--- config.mk ---
export PLATFORM = sky130hd
export DESIGN_NAME = flash_erase_program_sequencer
export DESIGN_NICKNAME = d
export VERILOG_FILES = /design/src/rtl/flash_seq_pkg.sv /design/src/rtl/flash_pulse_timer.sv /design/src/rtl/flash_erase_program_sequencer.sv
export VERILOG_INCLUDE_DIRS = /design/src /design/src/rtl
export SDC_FILE = /design/constraint.sdc
export NUM_CORES = 1
export LEC_CHECK = 0
export ABC_AREA = 1
export BUFFER_PORTS_ARGS = -buffer_cell sky130_fd_sc_hd__buf_4
export CORE_ASPECT_RATIO = 0.75
export CORE_MARGIN = 2
export CORE_UTILIZATION = 61
export CTS_BUF_LIST = sky130_fd_sc_hd__clkbuf_4 sky130_fd_sc_hd__clkbuf_8 sky130_fd_sc_hd__clkbuf_16
export CTS_CLUSTER_SIZE = 40
export DETAILED_ROUTE_END_ITERATION = 16
export PLACE_DENSITY = 0.95
export SLEW_MARGIN = 20
export SYNTH_ARGS = -nofsm -noshare
export SYNTH_HDL_FRONTEND = slang
export SYNTH_SLANG_ARGS = --single-unit
--- constraint.sdc ---
create_clock -name clk -period 4.9 [get_ports clk]
set_input_delay 0.245 -clock clk [delete_from_list [all_inputs] [get_ports clk]]
set_output_delay 0.245 -clock clk [all_outputs]
set_load 0.01 [all_outputs]
--- src/rtl/flash_seq_map.svh ---
// Function
// - Blocks hold up to 32K sixteen-bit words
// - Block maps to program or data space
// - Block base aligned to its own size
// - Reads complete without wait states
// - Up to eight separately erasable segments
// - Erase gives ones, write gives zeros
// - At most eight bits written per pulse
// - Clear targeted bits to zero before erase
// - Boost protected areas after partial write
// - Erase, inverse check, recovery, adjust pulse
// - Erase pulses of 5ms, repeated incrementally
// - Verify erase margin after each pulse
// - Inverse check first 32 words after verify
// - Recovery pulses only on depletion found
// - Recovery pulses hit all unprotected segments
// - Recovery pulse count capped per erase
// - Segment erase masks protected segments
// - Segment erase adds one write pulse
// - Program write pulses last 100us
// - Write-margin verify, rewrite failing bits only
`ifndef FLASH_SEQ_MAP_SVH
`define FLASH_SEQ_MAP_SVH
`define FLASH_WORDS        32768
`define FLASH_SEGS         8
`define WRITE_MASK_BITS    8
`define INV_CHECK_WORDS    32
`define CLK_FREQ_HZ        25000000
`define CYCLES_PER_US      (`CLK_FREQ_HZ / 1000000)
`define ERASE_PULSE_US     5000
`define WRITE_PULSE_US     100
`define RECOVER_PULSE_US   100
`define PULSE_US_W         13
`endif

--- src/rtl/flash_seq_pkg.sv ---
package flash_seq_pkg;
   typedef enum logic [1:0] {op_program, op_erase, op_boost} op_t;
   typedef enum logic [1:0] {rd_normal, erase_margin_verify_mode, write_margin_verify_mode,
                             inverse_erase_mode} arr_mode_t;
   typedef enum logic [4:0] {st_idle, st_wchk, st_wboost, st_wvfy, st_wpulse_lo, st_wpulse_hi,
                             st_wnext, st_epulse, st_evfy, st_segw, st_inv, st_recover,
                             st_adjust} state_t;
endpackage

--- src/rtl/flash_pulse_timer.sv ---
`timescale 1ns/100ps
`default_nettype none
`include "flash_seq_map.svh"
module flash_pulse_timer (
   input  wire logic                   clk,
   input  wire logic                   rst_n,
   input  wire logic                   start,
   input  wire logic [`PULSE_US_W-1:0] len_us,
   input  wire logic [7:0]             cycles_per_us,
   output logic                        done
);
   logic                   running;
   logic [7:0]             pre;
   logic [`PULSE_US_W-1:0] left;
   logic                   next_running;
   logic [7:0]             next_pre;
   logic [`PULSE_US_W-1:0] next_left;
   logic                   next_done;
   logic                   tick;

   // The prescaler gives a one-cycle enable every microsecond of clock time.
   always_comb begin
      tick         = running && (pre == 8'h00);
      next_running = running;
      next_pre     = pre;
      next_left    = left;
      next_done    = 1'b0;
      if (start) begin
         next_running = 1'b1;
         next_pre     = cycles_per_us - 8'h01;
         next_left    = len_us;
      end else if (running) begin
         if (tick) begin
            next_pre  = cycles_per_us - 8'h01;
            next_left = left - `PULSE_US_W'(1);
            if (left <= `PULSE_US_W'(1)) begin
               next_running = 1'b0;
               next_done    = 1'b1;
            end
         end else begin
            next_pre = pre - 8'h01;
         end
      end
   end

   always_ff @(posedge clk or negedge rst_n) begin
      if (!rst_n) begin
         running <= 1'b0;
         pre     <= 8'h00;
         left    <= '0;
         done    <= 1'b0;
      end else begin
         running <= next_running;
         pre     <= next_pre;
         left    <= next_left;
         done    <= next_done;
      end
   end
endmodule
`default_nettype wire

--- src/rtl/flash_erase_program_sequencer.sv ---
`timescale 1ns/100ps
`default_nettype none
`include "flash_seq_map.svh"
module flash_erase_program_sequencer
   import flash_seq_pkg::*;
#(
   parameter int WORDS            = `FLASH_WORDS,
   parameter int ERASE_PULSE_US   = `ERASE_PULSE_US,
   parameter int WRITE_PULSE_US   = `WRITE_PULSE_US,
   parameter int RECOVER_PULSE_US = `RECOVER_PULSE_US,
   parameter int AW               = $clog2(WORDS)
) (
   input  wire logic                    clk,
   input  wire logic                    rst_n,
   input  wire logic                    cmd_valid,
   input  wire op_t                     cmd_op,
   input  wire logic [`FLASH_SEGS-1:0]  cmd_seg_sel,
   input  wire logic [AW-1:0]           cmd_addr,
   input  wire logic [15:0]             cmd_data,
   input  wire logic [7:0]              cycles_per_us,
   input  wire logic [15:0]             erase_limit,
   input  wire logic [7:0]              recover_limit,
   input  wire logic [7:0]              write_limit,
   input  wire logic                    map_data_space,
   input  wire logic [15:0]             map_base,
   input  wire logic                    rd_req,
   input  wire logic                    rd_data_space,
   input  wire logic [15:0]             rd_addr,
   output logic [15:0]                  rd_data,
   output logic                         rd_valid,
   output logic                         busy,
   output logic                         done,
   output logic                         fail,
   input  wire logic [15:0]             arr_rdata,
   output logic [AW-1:0]                arr_addr,
   output arr_mode_t                    arr_mode,
   output logic                         arr_erase_pulse,
   output logic                         arr_write_pulse,
   output logic                         arr_fwrite_pulse,
   output logic [15:0]                  arr_zero_mask,
   output logic [`FLASH_SEGS-1:0]       arr_seg_en
);
   localparam int SW = $clog2(`FLASH_SEGS);
   localparam logic [AW-1:0] LAST_ADDR = AW'(WORDS - 1);
   localparam logic [AW-1:0] LAST_INV  = AW'(`INV_CHECK_WORDS - 1);
   localparam logic [15:0]   BLK_MASK  = 16'(WORDS - 1);

   state_t                  state, next_state;
   op_t                     op, next_op;
   logic [`FLASH_SEGS-1:0]  seg_sel, next_seg_sel;
   logic [15:0]             wdata, next_wdata;
   logic [15:0]             pend, next_pend;
   logic [7:0]              passes, next_passes;
   logic [15:0]             ecount, next_ecount;
   logic [7:0]              rcount, next_rcount;
   logic                    tmr_start, next_tmr_start;
   logic [`PULSE_US_W-1:0]  tmr_len, next_tmr_len;
   logic                    tmr_done;
   logic [15:0]             next_rd_data;
   logic                    next_rd_valid, next_done, next_fail;
   logic [AW-1:0]           next_arr_addr;
   arr_mode_t               next_arr_mode;
   logic [15:0]             next_arr_zero_mask;
   logic [`FLASH_SEGS-1:0]  next_arr_seg_en;
   logic                    targeted, last_word, partial, rd_hit;
   logic [15:0]             bits_left;

   flash_pulse_timer u_timer (
      .clk           (clk),
      .rst_n         (rst_n),
      .start         (tmr_start),
      .len_us        (tmr_len),
      .cycles_per_us (cycles_per_us),
      .done          (tmr_done)
   );

   always_comb begin
      // Boost walks the protected segments, clear walks the selected ones.
      targeted  = (op == op_boost) ? !seg_sel[arr_addr[AW-1 -: SW]] : seg_sel[arr_addr[AW-1 -: SW]];
      last_word = (arr_addr == LAST_ADDR);
      partial   = (seg_sel != '1);
      // A bit still to be cleared is one that should be zero but reads one.
      bits_left = ~wdata & arr_rdata;
      rd_hit    = (rd_data_space == map_data_space) && ((rd_addr & ~BLK_MASK) == (map_base & ~BLK_MASK));

      next_state         = state;
      next_op            = op;
      next_seg_sel       = seg_sel;
      next_wdata         = wdata;
      next_pend          = pend;
      next_passes        = passes;
      next_ecount        = ecount;
      next_rcount        = rcount;
      next_tmr_start     = 1'b0;
      next_tmr_len       = tmr_len;
      next_rd_data       = rd_data;
      next_rd_valid      = 1'b0;
      next_done          = 1'b0;
      next_fail          = fail;
      next_arr_addr      = arr_addr;
      next_arr_mode      = arr_mode;
      next_arr_zero_mask = 16'h0000;
      next_arr_seg_en    = '0;

      case (state)
         st_idle: begin
            next_arr_mode = rd_normal;
            if (cmd_valid) begin
               next_op      = cmd_op;
               next_seg_sel = cmd_seg_sel;
               next_fail    = 1'b0;
               next_ecount  = 16'h0000;
               next_rcount  = 8'h00;
               next_passes  = 8'h00;
               if (cmd_op == op_program) begin
                  next_wdata    = cmd_data;
                  next_arr_addr = cmd_addr;
                  next_arr_mode = write_margin_verify_mode;
                  next_state    = st_wvfy;
               end else begin
                  next_wdata    = 16'h0000;
                  next_arr_addr = '0;
                  next_state    = st_wchk;
               end
            end else if (rd_req && rd_hit) begin
               next_arr_addr = rd_addr[AW-1:0];
               next_rd_valid = 1'b1;
            end
            if (rd_valid) begin
               next_rd_data = arr_rdata;
            end
         end
         st_wchk: begin
            next_passes = 8'h00;
            if (targeted) begin
               next_arr_mode = (op == op_boost) ? rd_normal : write_margin_verify_mode;
               next_state    = (op == op_boost) ? st_wboost : st_wvfy;
            end else begin
               next_state = st_wnext;
            end
         end
         st_wboost: begin
            next_wdata    = arr_rdata;
            next_arr_mode = write_margin_verify_mode;
            next_state    = st_wvfy;
         end
         st_wvfy: begin
            if (bits_left == 16'h0000) begin
               next_state = (op == op_program) ? st_idle : st_wnext;
               next_done  = (op == op_program);
            end else if (passes >= write_limit) begin
               next_fail  = 1'b1;
               next_done  = 1'b1;
               next_state = st_idle;
            end else begin
               next_passes    = passes + 8'h01;
               next_pend      = bits_left;
               next_tmr_start = 1'b1;
               next_tmr_len   = `PULSE_US_W'(WRITE_PULSE_US);
               next_arr_mode  = rd_normal;
               if (bits_left[7:0] != 8'h00) begin
                  next_arr_zero_mask = {8'h00, bits_left[7:0]};
                  next_state         = st_wpulse_lo;
               end else begin
                  next_arr_zero_mask = {bits_left[15:8], 8'h00};
                  next_state         = st_wpulse_hi;
               end
            end
         end
         st_wpulse_lo: begin
            next_arr_zero_mask = {8'h00, pend[7:0]};
            if (tmr_done) begin
               next_arr_zero_mask = 16'h0000;
               if (pend[15:8] != 8'h00) begin
                  next_arr_zero_mask = {pend[15:8], 8'h00};
                  next_tmr_start     = 1'b1;
                  next_state         = st_wpulse_hi;
               end else begin
                  next_arr_mode = write_margin_verify_mode;
                  next_state    = st_wvfy;
               end
            end
         end
         st_wpulse_hi: begin
            next_arr_zero_mask = {pend[15:8], 8'h00};
            if (tmr_done) begin
               next_arr_zero_mask = 16'h0000;
               next_arr_mode      = write_margin_verify_mode;
               next_state         = st_wvfy;
            end
         end
         st_wnext: begin
            next_arr_mode = rd_normal;
            if (last_word) begin
               if (op == op_erase) begin
                  next_tmr_start  = 1'b1;
                  next_tmr_len    = `PULSE_US_W'(ERASE_PULSE_US);
                  next_arr_seg_en = seg_sel;
                  next_state      = st_epulse;
               end else begin
                  next_done  = 1'b1;
                  next_state = st_idle;
               end
            end else begin
               next_arr_addr = arr_addr + AW'(1);
               next_state    = st_wchk;
            end
         end
         st_epulse: begin
            next_arr_seg_en = seg_sel;
            if (tmr_done) begin
               next_arr_seg_en = '0;
               next_ecount     = ecount + 16'h0001;
               next_arr_addr   = '0;
               next_arr_mode   = erase_margin_verify_mode;
               next_state      = st_evfy;
            end
         end
         st_evfy: begin
            if (seg_sel[arr_addr[AW-1 -: SW]] && (arr_rdata != 16'hffff)) begin
               next_arr_mode = rd_normal;
               if (ecount >= erase_limit) begin
                  next_fail  = 1'b1;
                  next_done  = 1'b1;
                  next_state = st_idle;
               end else begin
                  next_tmr_start  = 1'b1;
                  next_arr_seg_en = seg_sel;
                  next_state      = st_epulse;
               end
            end else if (last_word) begin
               next_arr_addr = '0;
               if (partial) begin
                  next_arr_mode   = rd_normal;
                  next_tmr_start  = 1'b1;
                  next_tmr_len    = `PULSE_US_W'(RECOVER_PULSE_US);
                  next_arr_seg_en = seg_sel;
                  next_state      = st_segw;
               end else begin
                  next_arr_mode = inverse_erase_mode;
                  next_state    = st_inv;
               end
            end else begin
               next_arr_addr = arr_addr + AW'(1);
            end
         end
         st_segw: begin
            next_arr_seg_en = seg_sel;
            if (tmr_done) begin
               next_arr_seg_en = '0;
               next_arr_mode   = inverse_erase_mode;
               next_state      = st_inv;
            end
         end
         st_inv: begin
            next_tmr_len = `PULSE_US_W'(RECOVER_PULSE_US);
            if (arr_rdata != 16'hffff) begin
               next_arr_mode = rd_normal;
               if (rcount >= recover_limit) begin
                  next_fail  = 1'b1;
                  next_done  = 1'b1;
                  next_state = st_idle;
               end else begin
                  next_tmr_start  = 1'b1;
                  next_arr_seg_en = seg_sel;
                  next_state      = st_recover;
               end
            end else if (arr_addr == LAST_INV) begin
               next_arr_mode   = rd_normal;
               next_tmr_start  = 1'b1;
               next_arr_seg_en = seg_sel;
               next_state      = st_adjust;
            end else begin
               next_arr_addr = arr_addr + AW'(1);
            end
         end
         st_recover: begin
            next_arr_seg_en = seg_sel;
            if (tmr_done) begin
               next_arr_seg_en = '0;
               next_rcount     = rcount + 8'h01;
               next_arr_addr   = '0;
               next_arr_mode   = inverse_erase_mode;
               next_state      = st_inv;
            end
         end
         st_adjust: begin
            next_arr_seg_en = seg_sel;
            if (tmr_done) begin
               next_arr_seg_en = '0;
               next_done       = 1'b1;
               next_state      = st_idle;
            end
         end
         default: begin
            next_state = st_idle;
         end
      endcase
   end

   always_ff @(posedge clk or negedge rst_n) begin
      if (!rst_n) begin
         state            <= st_idle;
         op               <= op_program;
         seg_sel          <= '0;
         wdata            <= 16'h0000;
         pend             <= 16'h0000;
         passes           <= 8'h00;
         ecount           <= 16'h0000;
         rcount           <= 8'h00;
         tmr_start        <= 1'b0;
         tmr_len          <= '0;
         rd_data          <= 16'h0000;
         rd_valid         <= 1'b0;
         busy             <= 1'b0;
         done             <= 1'b0;
         fail             <= 1'b0;
         arr_addr         <= '0;
         arr_mode         <= rd_normal;
         arr_erase_pulse  <= 1'b0;
         arr_write_pulse  <= 1'b0;
         arr_fwrite_pulse <= 1'b0;
         arr_zero_mask    <= 16'h0000;
         arr_seg_en       <= '0;
      end else begin
         state            <= next_state;
         op               <= next_op;
         seg_sel          <= next_seg_sel;
         wdata            <= next_wdata;
         pend             <= next_pend;
         passes           <= next_passes;
         ecount           <= next_ecount;
         rcount           <= next_rcount;
         tmr_start        <= next_tmr_start;
         tmr_len          <= next_tmr_len;
         rd_data          <= next_rd_data;
         rd_valid         <= next_rd_valid;
         busy             <= (next_state != st_idle);
         done             <= next_done;
         fail             <= next_fail;
         arr_addr         <= next_arr_addr;
         arr_mode         <= next_arr_mode;
         arr_erase_pulse  <= (next_state == st_epulse);
         arr_write_pulse  <= ((next_state == st_wpulse_lo) || (next_state == st_wpulse_hi)) && !next_tmr_start;
         arr_fwrite_pulse <= (next_state == st_segw) || (next_state == st_recover) || (next_state == st_adjust);
         arr_zero_mask    <= next_arr_zero_mask;
         arr_seg_en       <= next_arr_seg_en;
      end
   end
endmodule
`default_nettype wire

---- Word level (Yosys, flattened, before mapping) ----
Cells that the tools add are included.
word-level totals
  flip-flop bits (word level) ............. 180
  input bits .............................. 135
  output and inout bits ................... 64
  logic and storage cells ................. 279
cells by class
  add/subtract/negate cells ............... 7
  order comparisons ....................... 5
  eq/ne operators ......................... 53
  muxes and demuxes ....................... 141
  bitwise operators ....................... 4
  reductions and logical operators ........ 43
operator list
  operator                                             count
  2-to-1 mux 16 bit                                    10
  2-to-1 mux 8 bit                                     17
  2-to-1 mux 15 bit                                    9
  2-to-1 mux 13 bit                                    10
  one-hot mux 15 bit (5 select lines)                  1
  one-hot mux 16 bit (2 select lines)                  2
  one-hot mux 5 bit (12 select lines)                  1
  2-to-1 mux 5 bit                                     11
  one-hot mux 13 bit (4 select lines)                  1
  one-hot mux 16 bit (3 select lines)                  1
  2-to-1 mux 1 bit                                     44
  equality test 5 x 4 -> 1 bit, second input constant  8
  2-to-1 mux 2 bit                                     18
  != test 2 bit, second input constant                 18
  equality test 5 x 3 -> 1 bit, second input constant  7
  one-hot mux 8 bit (4 select lines)                   1
  one-hot mux 8 bit (3 select lines)                   1
  one-hot mux 2 bit (11 select lines)                  1
  2-to-1 mux 3 bit                                     7
  adder 16 x 1 -> 16 bit, second input constant        1
  adder 8 x 1 -> 8 bit, second input constant          2
  bitwise AND 16 bit                                   1
  >= comparator 16 bit                                 1
  >= comparator 8 bit                                  2
  other kinds (44)                                     78

---- Depth between registers and ports, before layout ----
Gate-level depths: netlist of run 1.
  depth in word-level cells ............... 10
  depth in mapped cells ................... 17
  gate-level depth less buffers ........... 16

---- Modules after synthesis ----
Synthesis of run 1 repeated with hierarchy kept, for this count alone.
unflattened totals
  cells, all modules ...................... 1403
  area total of the unflattened synthesis .. 10358.7 um^2
by module, submodules not included
  module                         instances  cells each  area each (um^2)  seq. area each (um^2)
  flash_erase_program_sequencer  1          1153        8649.5            3653.5
  flash_pulse_timer              1          250         1709.1            575.6

---- Least setup slack after synthesis of run 1 ----
Ideal clock, no wire load.
  path kind ............................... register to register
  start ................................... reg arr_addr[12]
  end ..................................... reg arr_mode[0]
  setup time .............................. 0.117 ns
  arrival time ............................ 1.922 ns
  data required time ...................... 4.783 ns
  slack ................................... 2.861 ns
  cell stages (with the launch flop) ...... 18
  path buffers ............................ 1
  clock period less this slack ............ 2.039 ns
  cell sequence ........................... dfrtp_1 buf_2 inv_2 nand2_1 nand3_1 nand2_1 nand2_1 nand2_1 inv_1 ha_1 inv_1 nor2_1 a21oi_1 nand4_1 nor3_1 nand2_1 nand2_1 nand2_1
between the ends
  longest elaborated chain between the ends .. 6
  elaborated cells on any way between the ends .. 13
  classes of those cells .................. eq/ne (5); mux (5); reduce/logical (3)
ends and longest elaborated chain
  what                                    RTL line                                                                   text
  start, declared                         flash_erase_program_sequencer.sv:35                                        output logic [AW-1:0] arr_addr,
  start signal, assigned                  flash_erase_program_sequencer.sv:341                                       arr_addr <= next_arr_addr;
  binary-select mux 1 bit (select 3 bit)  flash_erase_program_sequencer.sv:79, flash_erase_program_sequencer.sv:220
  2-to-1 mux 1 bit (implied by the code)  flash_erase_program_sequencer.sv:79, flash_erase_program_sequencer.sv:220
  logical NOT 1 bit                       flash_erase_program_sequencer.sv:79                                        targeted = (op == op_boost) ? !seg_sel[arr_addr[AW-1 -: SW]] : seg_sel[arr_addr[AW-1 -: SW]];
  2-to-1 mux 1 bit                        flash_erase_program_sequencer.sv:79
  != test 2 bit (no source line)          --
  AND reduction 11 bit (no source line)   --
  end signal, assigned                    flash_erase_program_sequencer.sv:319                                       arr_mode <= rd_normal;
  end signal, assigned                    flash_erase_program_sequencer.sv:342                                       arr_mode <= next_arr_mode;
  end, declared                           flash_erase_program_sequencer.sv:36                                        output arr_mode_t arr_mode,
Parallel ways exist; a longest one is shown, timed or not. The select of a mux whose other input is x is not followed.
A chain may end at the register's enable or synchronous reset.

---- Final worst setup path of run 1 ----
  start ................................... reg arr_addr[0]
  end ..................................... reg arr_addr[11]
between the ends
  longest elaborated chain between the ends .. 4
  elaborated cells on any way between the ends .. 12
  classes of those cells .................. add/sub (1); eq/ne (4); mux (6); reduce/logical (1)
ends and longest elaborated chain
  what                                                            RTL line                                                                    text
  adder 15 x 1 -> 15 bit or equality test 15 bit (tied branches)  --
  2-to-1 mux 15 bit (on tied branches)                            flash_erase_program_sequencer.sv:268, flash_erase_program_sequencer.sv:231
  2-to-1 mux 15 bit (on tied branches)                            flash_erase_program_sequencer.sv:257, flash_erase_program_sequencer.sv:220
  one-hot mux 15 bit (5 select lines)                             flash_erase_program_sequencer.sv:105                                        case (state)
Parallel ways exist; a longest one is shown, timed or not. The select of a mux whose other input is x is not followed.

==> results of run 1 <==
[layer usage]
metal | up-vias | global-route usage [%]
met5 | - | 0
met4 | 0 | 10.1
met3 | 64 | 5.95
met2 | 481 | 51.1
met1 | 4726 | 43.4
li1 | 4808 | -
[sequential cells by signal, summed over array words and instances, names as in the netlist, 2 cells and up]
name / flops
arr_zero_mask: 16
ecount: 16
pend: 16
rd_data: 16
wdata: 16
arr_addr: 15
u_timer.left: 13
arr_seg_en: 8
passes: 8
rcount: 8
seg_sel: 8
u_timer.pre: 8
state: 5
arr_mode: 2
op: 2
tmr_len: 2
[placed cells by master, fill, tap and decap left out, drive strengths merged]
| cell | n |
|---|---|
| a21boi | 5 |
| a21o | 1 |
| a21oi | 48 |
| a22o | 16 |
| a22oi | 2 |
| a31oi | 6 |
| and3 | 1 |
| buf | 186 |
| bufinv | 1 |
| clkbuf | 18 |
| clkinv | 7 |
| conb | 1 |
| dfrtp | 169 |
| dlygate4sd3 | 1 |
| ha | 41 |
| inv | 210 |
| nand2 | 339 |
| nand3 | 91 |
| nand3b | 4 |
| nand4 | 29 |
| nor2 | 122 |
| nor3 | 26 |
| nor3b | 2 |
| nor4 | 4 |
| o2111ai | 1 |
| o211ai | 5 |
| o21a | 1 |
| o21ai | 152 |
| o21bai | 3 |
| o221ai | 1 |
| o22ai | 16 |
| o31ai | 9 |
| xnor2 | 4 |
| xor2 | 25 |
[critical path, cell delays in order (launching register included)]
cell	delay, ns
dfrtp_1	0.42
ha_1	0.20
nand2_1	0.09
nor2_2	0.19
inv_1	0.08
nor2_1	0.26
nand2_2	0.21
a21oi_1	0.70
inv_1	0.28
o211ai_1	0.18
nand2_1	0.07
nand2_1	0.09
o21ai_2	0.07
[kinds of logic (layout without fill, tap and decap cells)]
family	Yosys count	after routing
xor+xnor	29	29
other cells	1	1
compound gates	266	266
fa+ha+maj	41	41
flops	169	169
buf+inv	236	423
simple gates	618	618
[power breakdown]
group / switching (mW) / total (mW) / internal, mW
clock: 0.602 / 1.33 / 0.727
sequential: 0.301 / 2.06 / 1.76
combinational: 1.13 / 1.82 / 0.689
[worst paths after layout]
kind,start,endpoint,slack [ns]
min in group asynchronous,rst_n,u_timer.left[9]$_DFFE_PN0P_,0.50
max in group asynchronous,rst_n,u_timer.left[4]$_DFFE_PN0P_,3.28
worst min register to register,u_timer.left[10]$_DFFE_PN0P_,u_timer.left[10]$_DFFE_PN0P_,0.48
worst max-delay path,arr_addr[0]$_DFFE_PN0P_,arr_addr[11]$_DFFE_PN0P_,1.93
worst max register to register,arr_addr[0]$_DFFE_PN0P_,arr_addr[11]$_DFFE_PN0P_,1.93
worst min-delay path,cmd_seg_sel[0],seg_sel[0]$_DFFE_PN0P_,0.008
[per-stage QoR]
step                hold slack [ns]  power [mW]  cell area, um2
floorplan                   -0.0506        3.21           10200
global placement              0.439        3.75           11700
detailed placement            0.444        3.84           11700
CTS                         0.00180        5.18           12300
global route                0.00111        5.52           12300
finish                      0.00841        5.21           12300
[cell type report]
type	instances	area [um2]	area share [%]
well taps	210	263	2.13
inverters	204	766	6.22
clock inverters	14	135	1.10
multi-input cells	955	5070	41.2
clock buffers	18	439	3.57
flip-flops and latches	169	4230	34.4
repair buffers	187	1410	11.5
==> impl_metrics.toml, run 1 <==
[setup_path]
crit_required_ns = 5.20
r2r_cells = 12
endpoint_kind = "register"
crit_path_max_fanout = 11
cp-start-kind = "register"
critPathArrivalTime_ns = 3.27
path_class = "reg -> reg"

[yosys]
synth_top_cell_by_area = "dfrtp_1"
synthSimpleGateAreaFrac_pct = 26.7
synthTopCellsByCount = "nand2_1, inv_1, dfrtp_1, o21ai_0, nor2_1"
synth_fa_ha_area_share_pct = 5.02
synth_cells = 1360
synth_top_family_by_area = "simple AND/OR/NAND/NOR gates"
synth_flop_cell = "dfrtp_1"
yosys-top-cells-area = "dfrtp_1, nand2_1, inv_1"
mappedNetlistArea_um2 = 10200
yosys_warnings = 0
ys_seq_elements = 169
synth_edf_count = 0
muxShareOfSynthArea_pct = 0
synth.avg_cell_area_um2 = 7.51
yosysUniqueCellTypes = 51
synth_xor_xnor_area_share_pct = 2.49
synth_compound_area_share_pct = 15.3
synth.net_count = 1536
yosysMostFrequentCell = "nand2_1"
yosysTopAreaCellShare_pct = 41.4
ys_seq_area_share_pct = 41.4
async_flop_share_pct = 100

[detailed_routing]
wl_met1_mm = 11.8
drtIter0Drc = 849
ant_nets = 0
wl_per_cell_um = 15.7
via_count = 10100
wl_met3_mm = 2.39
wl_mm = 27.5
maxUsedRoutingLayer = "met4"
viasPerCell = 5.74
wl_met2_mm = 12.8
dr.pass1.iters = 7
drcViolationCount = 0

[timing]
relSlewSlack_pct = 32.3
tns_ns = 0
setup_viol = 0
fmax_ghz = 0.337
hold_viol = 0
clock_skew_ns = 0.0133
rsz0062_at_grt = "false"
tightest_slew_ns = 1.02
period_needed_ns = 2.97
final.period_utilization_pct = 60.6
fin_ws_ns = 1.93
maxSlewViolCount = 0

[grt]
grt_pass1_vias = 9506
antenna_found_initial = 0
grt_pass1_wl_mm = 45.2
globalRouteOverflowTotal = 0
track_usage_pct = 31.4
grt_max_degree = 111

[hold_path]
whs_path_depth = 3
holdCritPathClass = "in -> reg"

[clocking]
post-cts-setup-buffers = 0
cts.path.max_buffers = 2
post_cts_resized = 0
cts_max_level = 4
clk_latency_ns = 0.44
cts_buffers = 17
cts_tree = "done"
hold_buffers = 1
clk_pin_slew_ns = 0.07
cts-root-buf = "clkbuf_16"
cts_sinks = 169

[status]
status = "finished clean"

[placed_design]
pre_cts_ws_ns = 2.06
place_hpwl_mm = 20.2
dp.cells = 1724
portBuffers = 183
gp_congestion = 0.938

[die]
placementRows = 40
fp.dieW_um = 153
boundaryPins = 199
start_util_pct = 63.0
die_y_um = 116
coreArea_um2 = 16200
dieArea_um2 = 17800

[finish]
insertedDiodeCount = 0
instances_no_fill = 1757
final_util_pct = 75.9
num-fill-cells = 1157
layout.nets = 1710
drive_gt1_share_pct = 17.7
area_growth_pct = 20.6

[run]
cap_violations = 0

[power_and_ir_drop]
p_leak_nw = 6.46
ir_worst_vdd_v = 0.000294
power_density_nw_per_um2 = 423
No activity file was read; power rests on OpenSTA's default activity.
==> inputs of run 2 (changes only) <==
--- a/config.mk
+++ b/config.mk
@@ -6,15 +6,15 @@
 export SDC_FILE = /design/constraint.sdc
 export NUM_CORES = 1
 export LEC_CHECK = 0
-export ABC_AREA = 1
+export ABC_AREA = 0
 export BUFFER_PORTS_ARGS = -buffer_cell sky130_fd_sc_hd__buf_4
 export CORE_ASPECT_RATIO = 0.75
 export CORE_MARGIN = 2
-export CORE_UTILIZATION = 61
+export CORE_UTILIZATION = 56
 export CTS_BUF_LIST = sky130_fd_sc_hd__clkbuf_4 sky130_fd_sc_hd__clkbuf_8 sky130_fd_sc_hd__clkbuf_16
 export CTS_CLUSTER_SIZE = 40
 export DETAILED_ROUTE_END_ITERATION = 16
-export PLACE_DENSITY = 0.95
+export PLACE_DENSITY = 0.9
 export SLEW_MARGIN = 20
 export SYNTH_ARGS = -nofsm -noshare
 export SYNTH_HDL_FRONTEND = slang
==> constraint.sdc (replaced) <==
create_clock -name clk -period 3 [get_ports clk]
set_input_delay 0.15 -clock clk [delete_from_list [all_inputs] [get_ports clk]]
set_output_delay 0.15 -clock clk [all_outputs]
set_load 0.01 [all_outputs]
==> impl_metrics.toml, run 2 <==
[finish]
layout.nets = 1450
stdcell_area_um2 = 12400
layout_common_cells = "buf_4, dfrtp_1, nand2_1"
insertedDiodeCount = 0
area_growth_pct = 27.5
instances_no_fill = 1502
drive_gt1_share_pct = 24.4
final_common_cell = "buf_4"

[yosys]
ys_seq_elements = 169
synth_flop_cell = "dfrtp_1"
yosys-top-cells-area = "dfrtp_1, ha_1, nand2_1"
synth_fa_ha_area_share_pct = 5.27
synth_top_cell_by_area = "dfrtp_1"
ys_seq_area_share_pct = 43.4
mappedNetlistArea_um2 = 9740
synthTopCellsByCount = "dfrtp_1, nand2_1, nor2_1, inv_1, o21ai_0"
muxShareOfSynthArea_pct = 4.73
yosysTopAreaCellShare_pct = 43.4
yosys_warnings = 0
synth_compound_area_share_pct = 16.1
yosysMostFrequentCell = "dfrtp_1"
async_flop_share_pct = 100
synth.avg_cell_area_um2 = 9.28
synth.net_count = 1226
synth_top_family_by_area = "simple AND/OR/NAND/NOR gates"
synth_cells = 1050
synth_edf_count = 0
synthSimpleGateAreaFrac_pct = 21.7
synth_xor_xnor_area_share_pct = 4.14
yosysUniqueCellTypes = 80

[timing]
fmax_ghz = 0.350
clock_skew_ns = 0.0260
maxSlewViolCount = 0
fin_ws_ns = 0.144
rsz0062_at_grt = "false"
period_needed_ns = 2.86
tns_ns = 0
setup_viol = 0
relSlewSlack_pct = 38.9
final.period_utilization_pct = 95.2
hold_viol = 0
tightest_slew_ns = 0.913

[clocking]
cts.path.max_buffers = 2
cts-root-buf = "clkbuf_16"
post-cts-setup-buffers = 0
cts_max_level = 4
cts_sinks = 169
cts_tree = "done"
clk_latency_ns = 0.45
cts_buffers = 17
clk_pin_slew_ns = 0.07

[grt]
grt_pass1_wl_mm = 45.0
globalRouteOverflowTotal = 0
grt_max_degree = 88
track_usage_pct = 30.9
antenna_found_initial = 0
grt_pass1_vias = 8788

[die]
coreArea_um2 = 16900
fp.dieW_um = 156
die_y_um = 118
boundaryPins = 199
dieArea_um2 = 18500
start_util_pct = 57.5
placementRows = 41

[power_and_ir_drop]
p_leak_nw = 5.96
ir_worst_vdd_v = 0.000442
switchingPower_mw = 3.11
pwr-share-seq_pct = 40.3
switching_share_pct = 36.0
p_comb_share_pct = 33.4
clock_power_share_pct = 26.3
p_int_mw = 5.52
power_density_nw_per_um2 = 695

[setup_path]
r2r_cells = 8
crit_required_ns = 3.33
crit_path_max_fanout = 4
path_class = "reg -> reg"
endpoint_kind = "register"
critPathArrivalTime_ns = 3.19
cp-start-kind = "register"

[detailed_routing]
drcViolationCount = 0
wl_per_cell_um = 18.7
via_count = 9108
wl_mm = 28.0
drtIter0Drc = 810
dr.pass1.iters = 5
viasPerCell = 6.06
ant_nets = 0

[placed_design]
pre_cts_ws_ns = 0.125
gp_congestion = 1.05
place_hpwl_mm = 19.7
dp.cells = 1442
portBuffers = 183
dpl_cell_area_um2 = 11500

[hold_path]
whs_path_depth = 4
holdCritPathClass = "in -> reg"

[status]
status = "finished clean"

[run]
cap_violations = 0
==> run 2: cell types whose count changed after synthesis, moves of 33 or more <==
cell	before	now
o21ai_0	125	54
nand2_1	330	109
nor2_1	112	79
inv_1	190	63
mux2_2	0	33
nand3_1	86	31
nor2b_1	0	39
==> run 2: per-layer routing <==
metal / global-route usage [%] / wire [um] / vias to the layer above
met5: 0 / 0 / -
met4: 9.69 / 485 / 0
met3: 7.55 / 2410 / 54
met2: 47.4 / 12900 / 451
met1: 43.4 / 12200 / 4396
li1: - / - / 4207
==> run 2: path summary, 6_finish.rpt <==
check                                  startpoint                      end  slack [ns]
max in group asynchronous                   rst_n   seg_sel[1]$_DFFE_PN0P_        1.87
setup reg to reg           seg_sel[6]$_DFFE_PN0P_  arr_mode[0]$_DFFE_PN0P_        0.14
setup / recovery           seg_sel[6]$_DFFE_PN0P_  arr_mode[0]$_DFFE_PN0P_        0.14
min in group asynchronous                   rst_n    ecount[8]$_DFFE_PN0P_        0.32
hold reg to reg            tmr_len[9]$_DFFE_PN0P_   tmr_len[9]$_DFFE_PN0P_        0.49
hold / removal                      rd_data_space       rd_valid$_DFF_PN0_        0.04
==> run 2: worst max-delay path, cell delays in order, from the launching register on <==
cell and delay, ns:
dfrtp_1 0.42, mux4_2 0.48, mux2_2 0.31, ha_1 0.31, nand3_1 0.11, nand2_1 0.07, or3_4 0.37, a2111oi_4 0.31
mux2_1 0.35
==> run 2: power groups by stage <==
stage               combinational, mW  clock (mW)  sequential [mW]
finish                           2.88        2.27             3.47
detailed placement               2.78           0             3.47
global route                     3.14        2.40             3.55
CTS                              2.84        2.29             3.44
global placement                 2.70           0             3.42
floorplan                        1.68           0             3.37
==> run 2: cell type report <==
type                       instances  area, um2
clock buffer                      19        453
tap                              215        269
timing repair buffer             254       2010
multi-input combinational        769       5070
fill                            1164       4510
clock inverter                    13        154
inverter                          63        236
sequential                       169       4230
==> run 2: cell families after synthesis <==
group                    count (synthesis)
flip-flops                             169
AO/OA/AOI/OAI                          235
adder cells (fa/ha/maj)                 41
XOR/XNOR                                46
other                                    1
AND/OR/NAND/NOR                        407
buffers and inverters                  112
multiplexers                            39
==> run 2: what timing repair did <==
| action | 4_1_cts | 5_1_grt |
|---|---|---|
| hold buffers | 28 | 0 |
| gates resized for setup | 0 | 1 |
| endpoints found under the setup margin | 0 | 2 |
| hold endpoints to repair | 127 | 0 |
==> run 2: metrics by stage <==
step | total power [mW] | util (%) | hold slack (ns)
final | 8.63 | 73.3 | 0.0400
after global routing | 9.08 | 73.3 | 0.0612
after CTS | 8.57 | 73.3 | 0.0437
after detailed placement | 6.25 | 68.1 | 0.258
after global placement | 6.12 | 68.1 | 0.253
after floorplan | 5.05 | - | -0.146
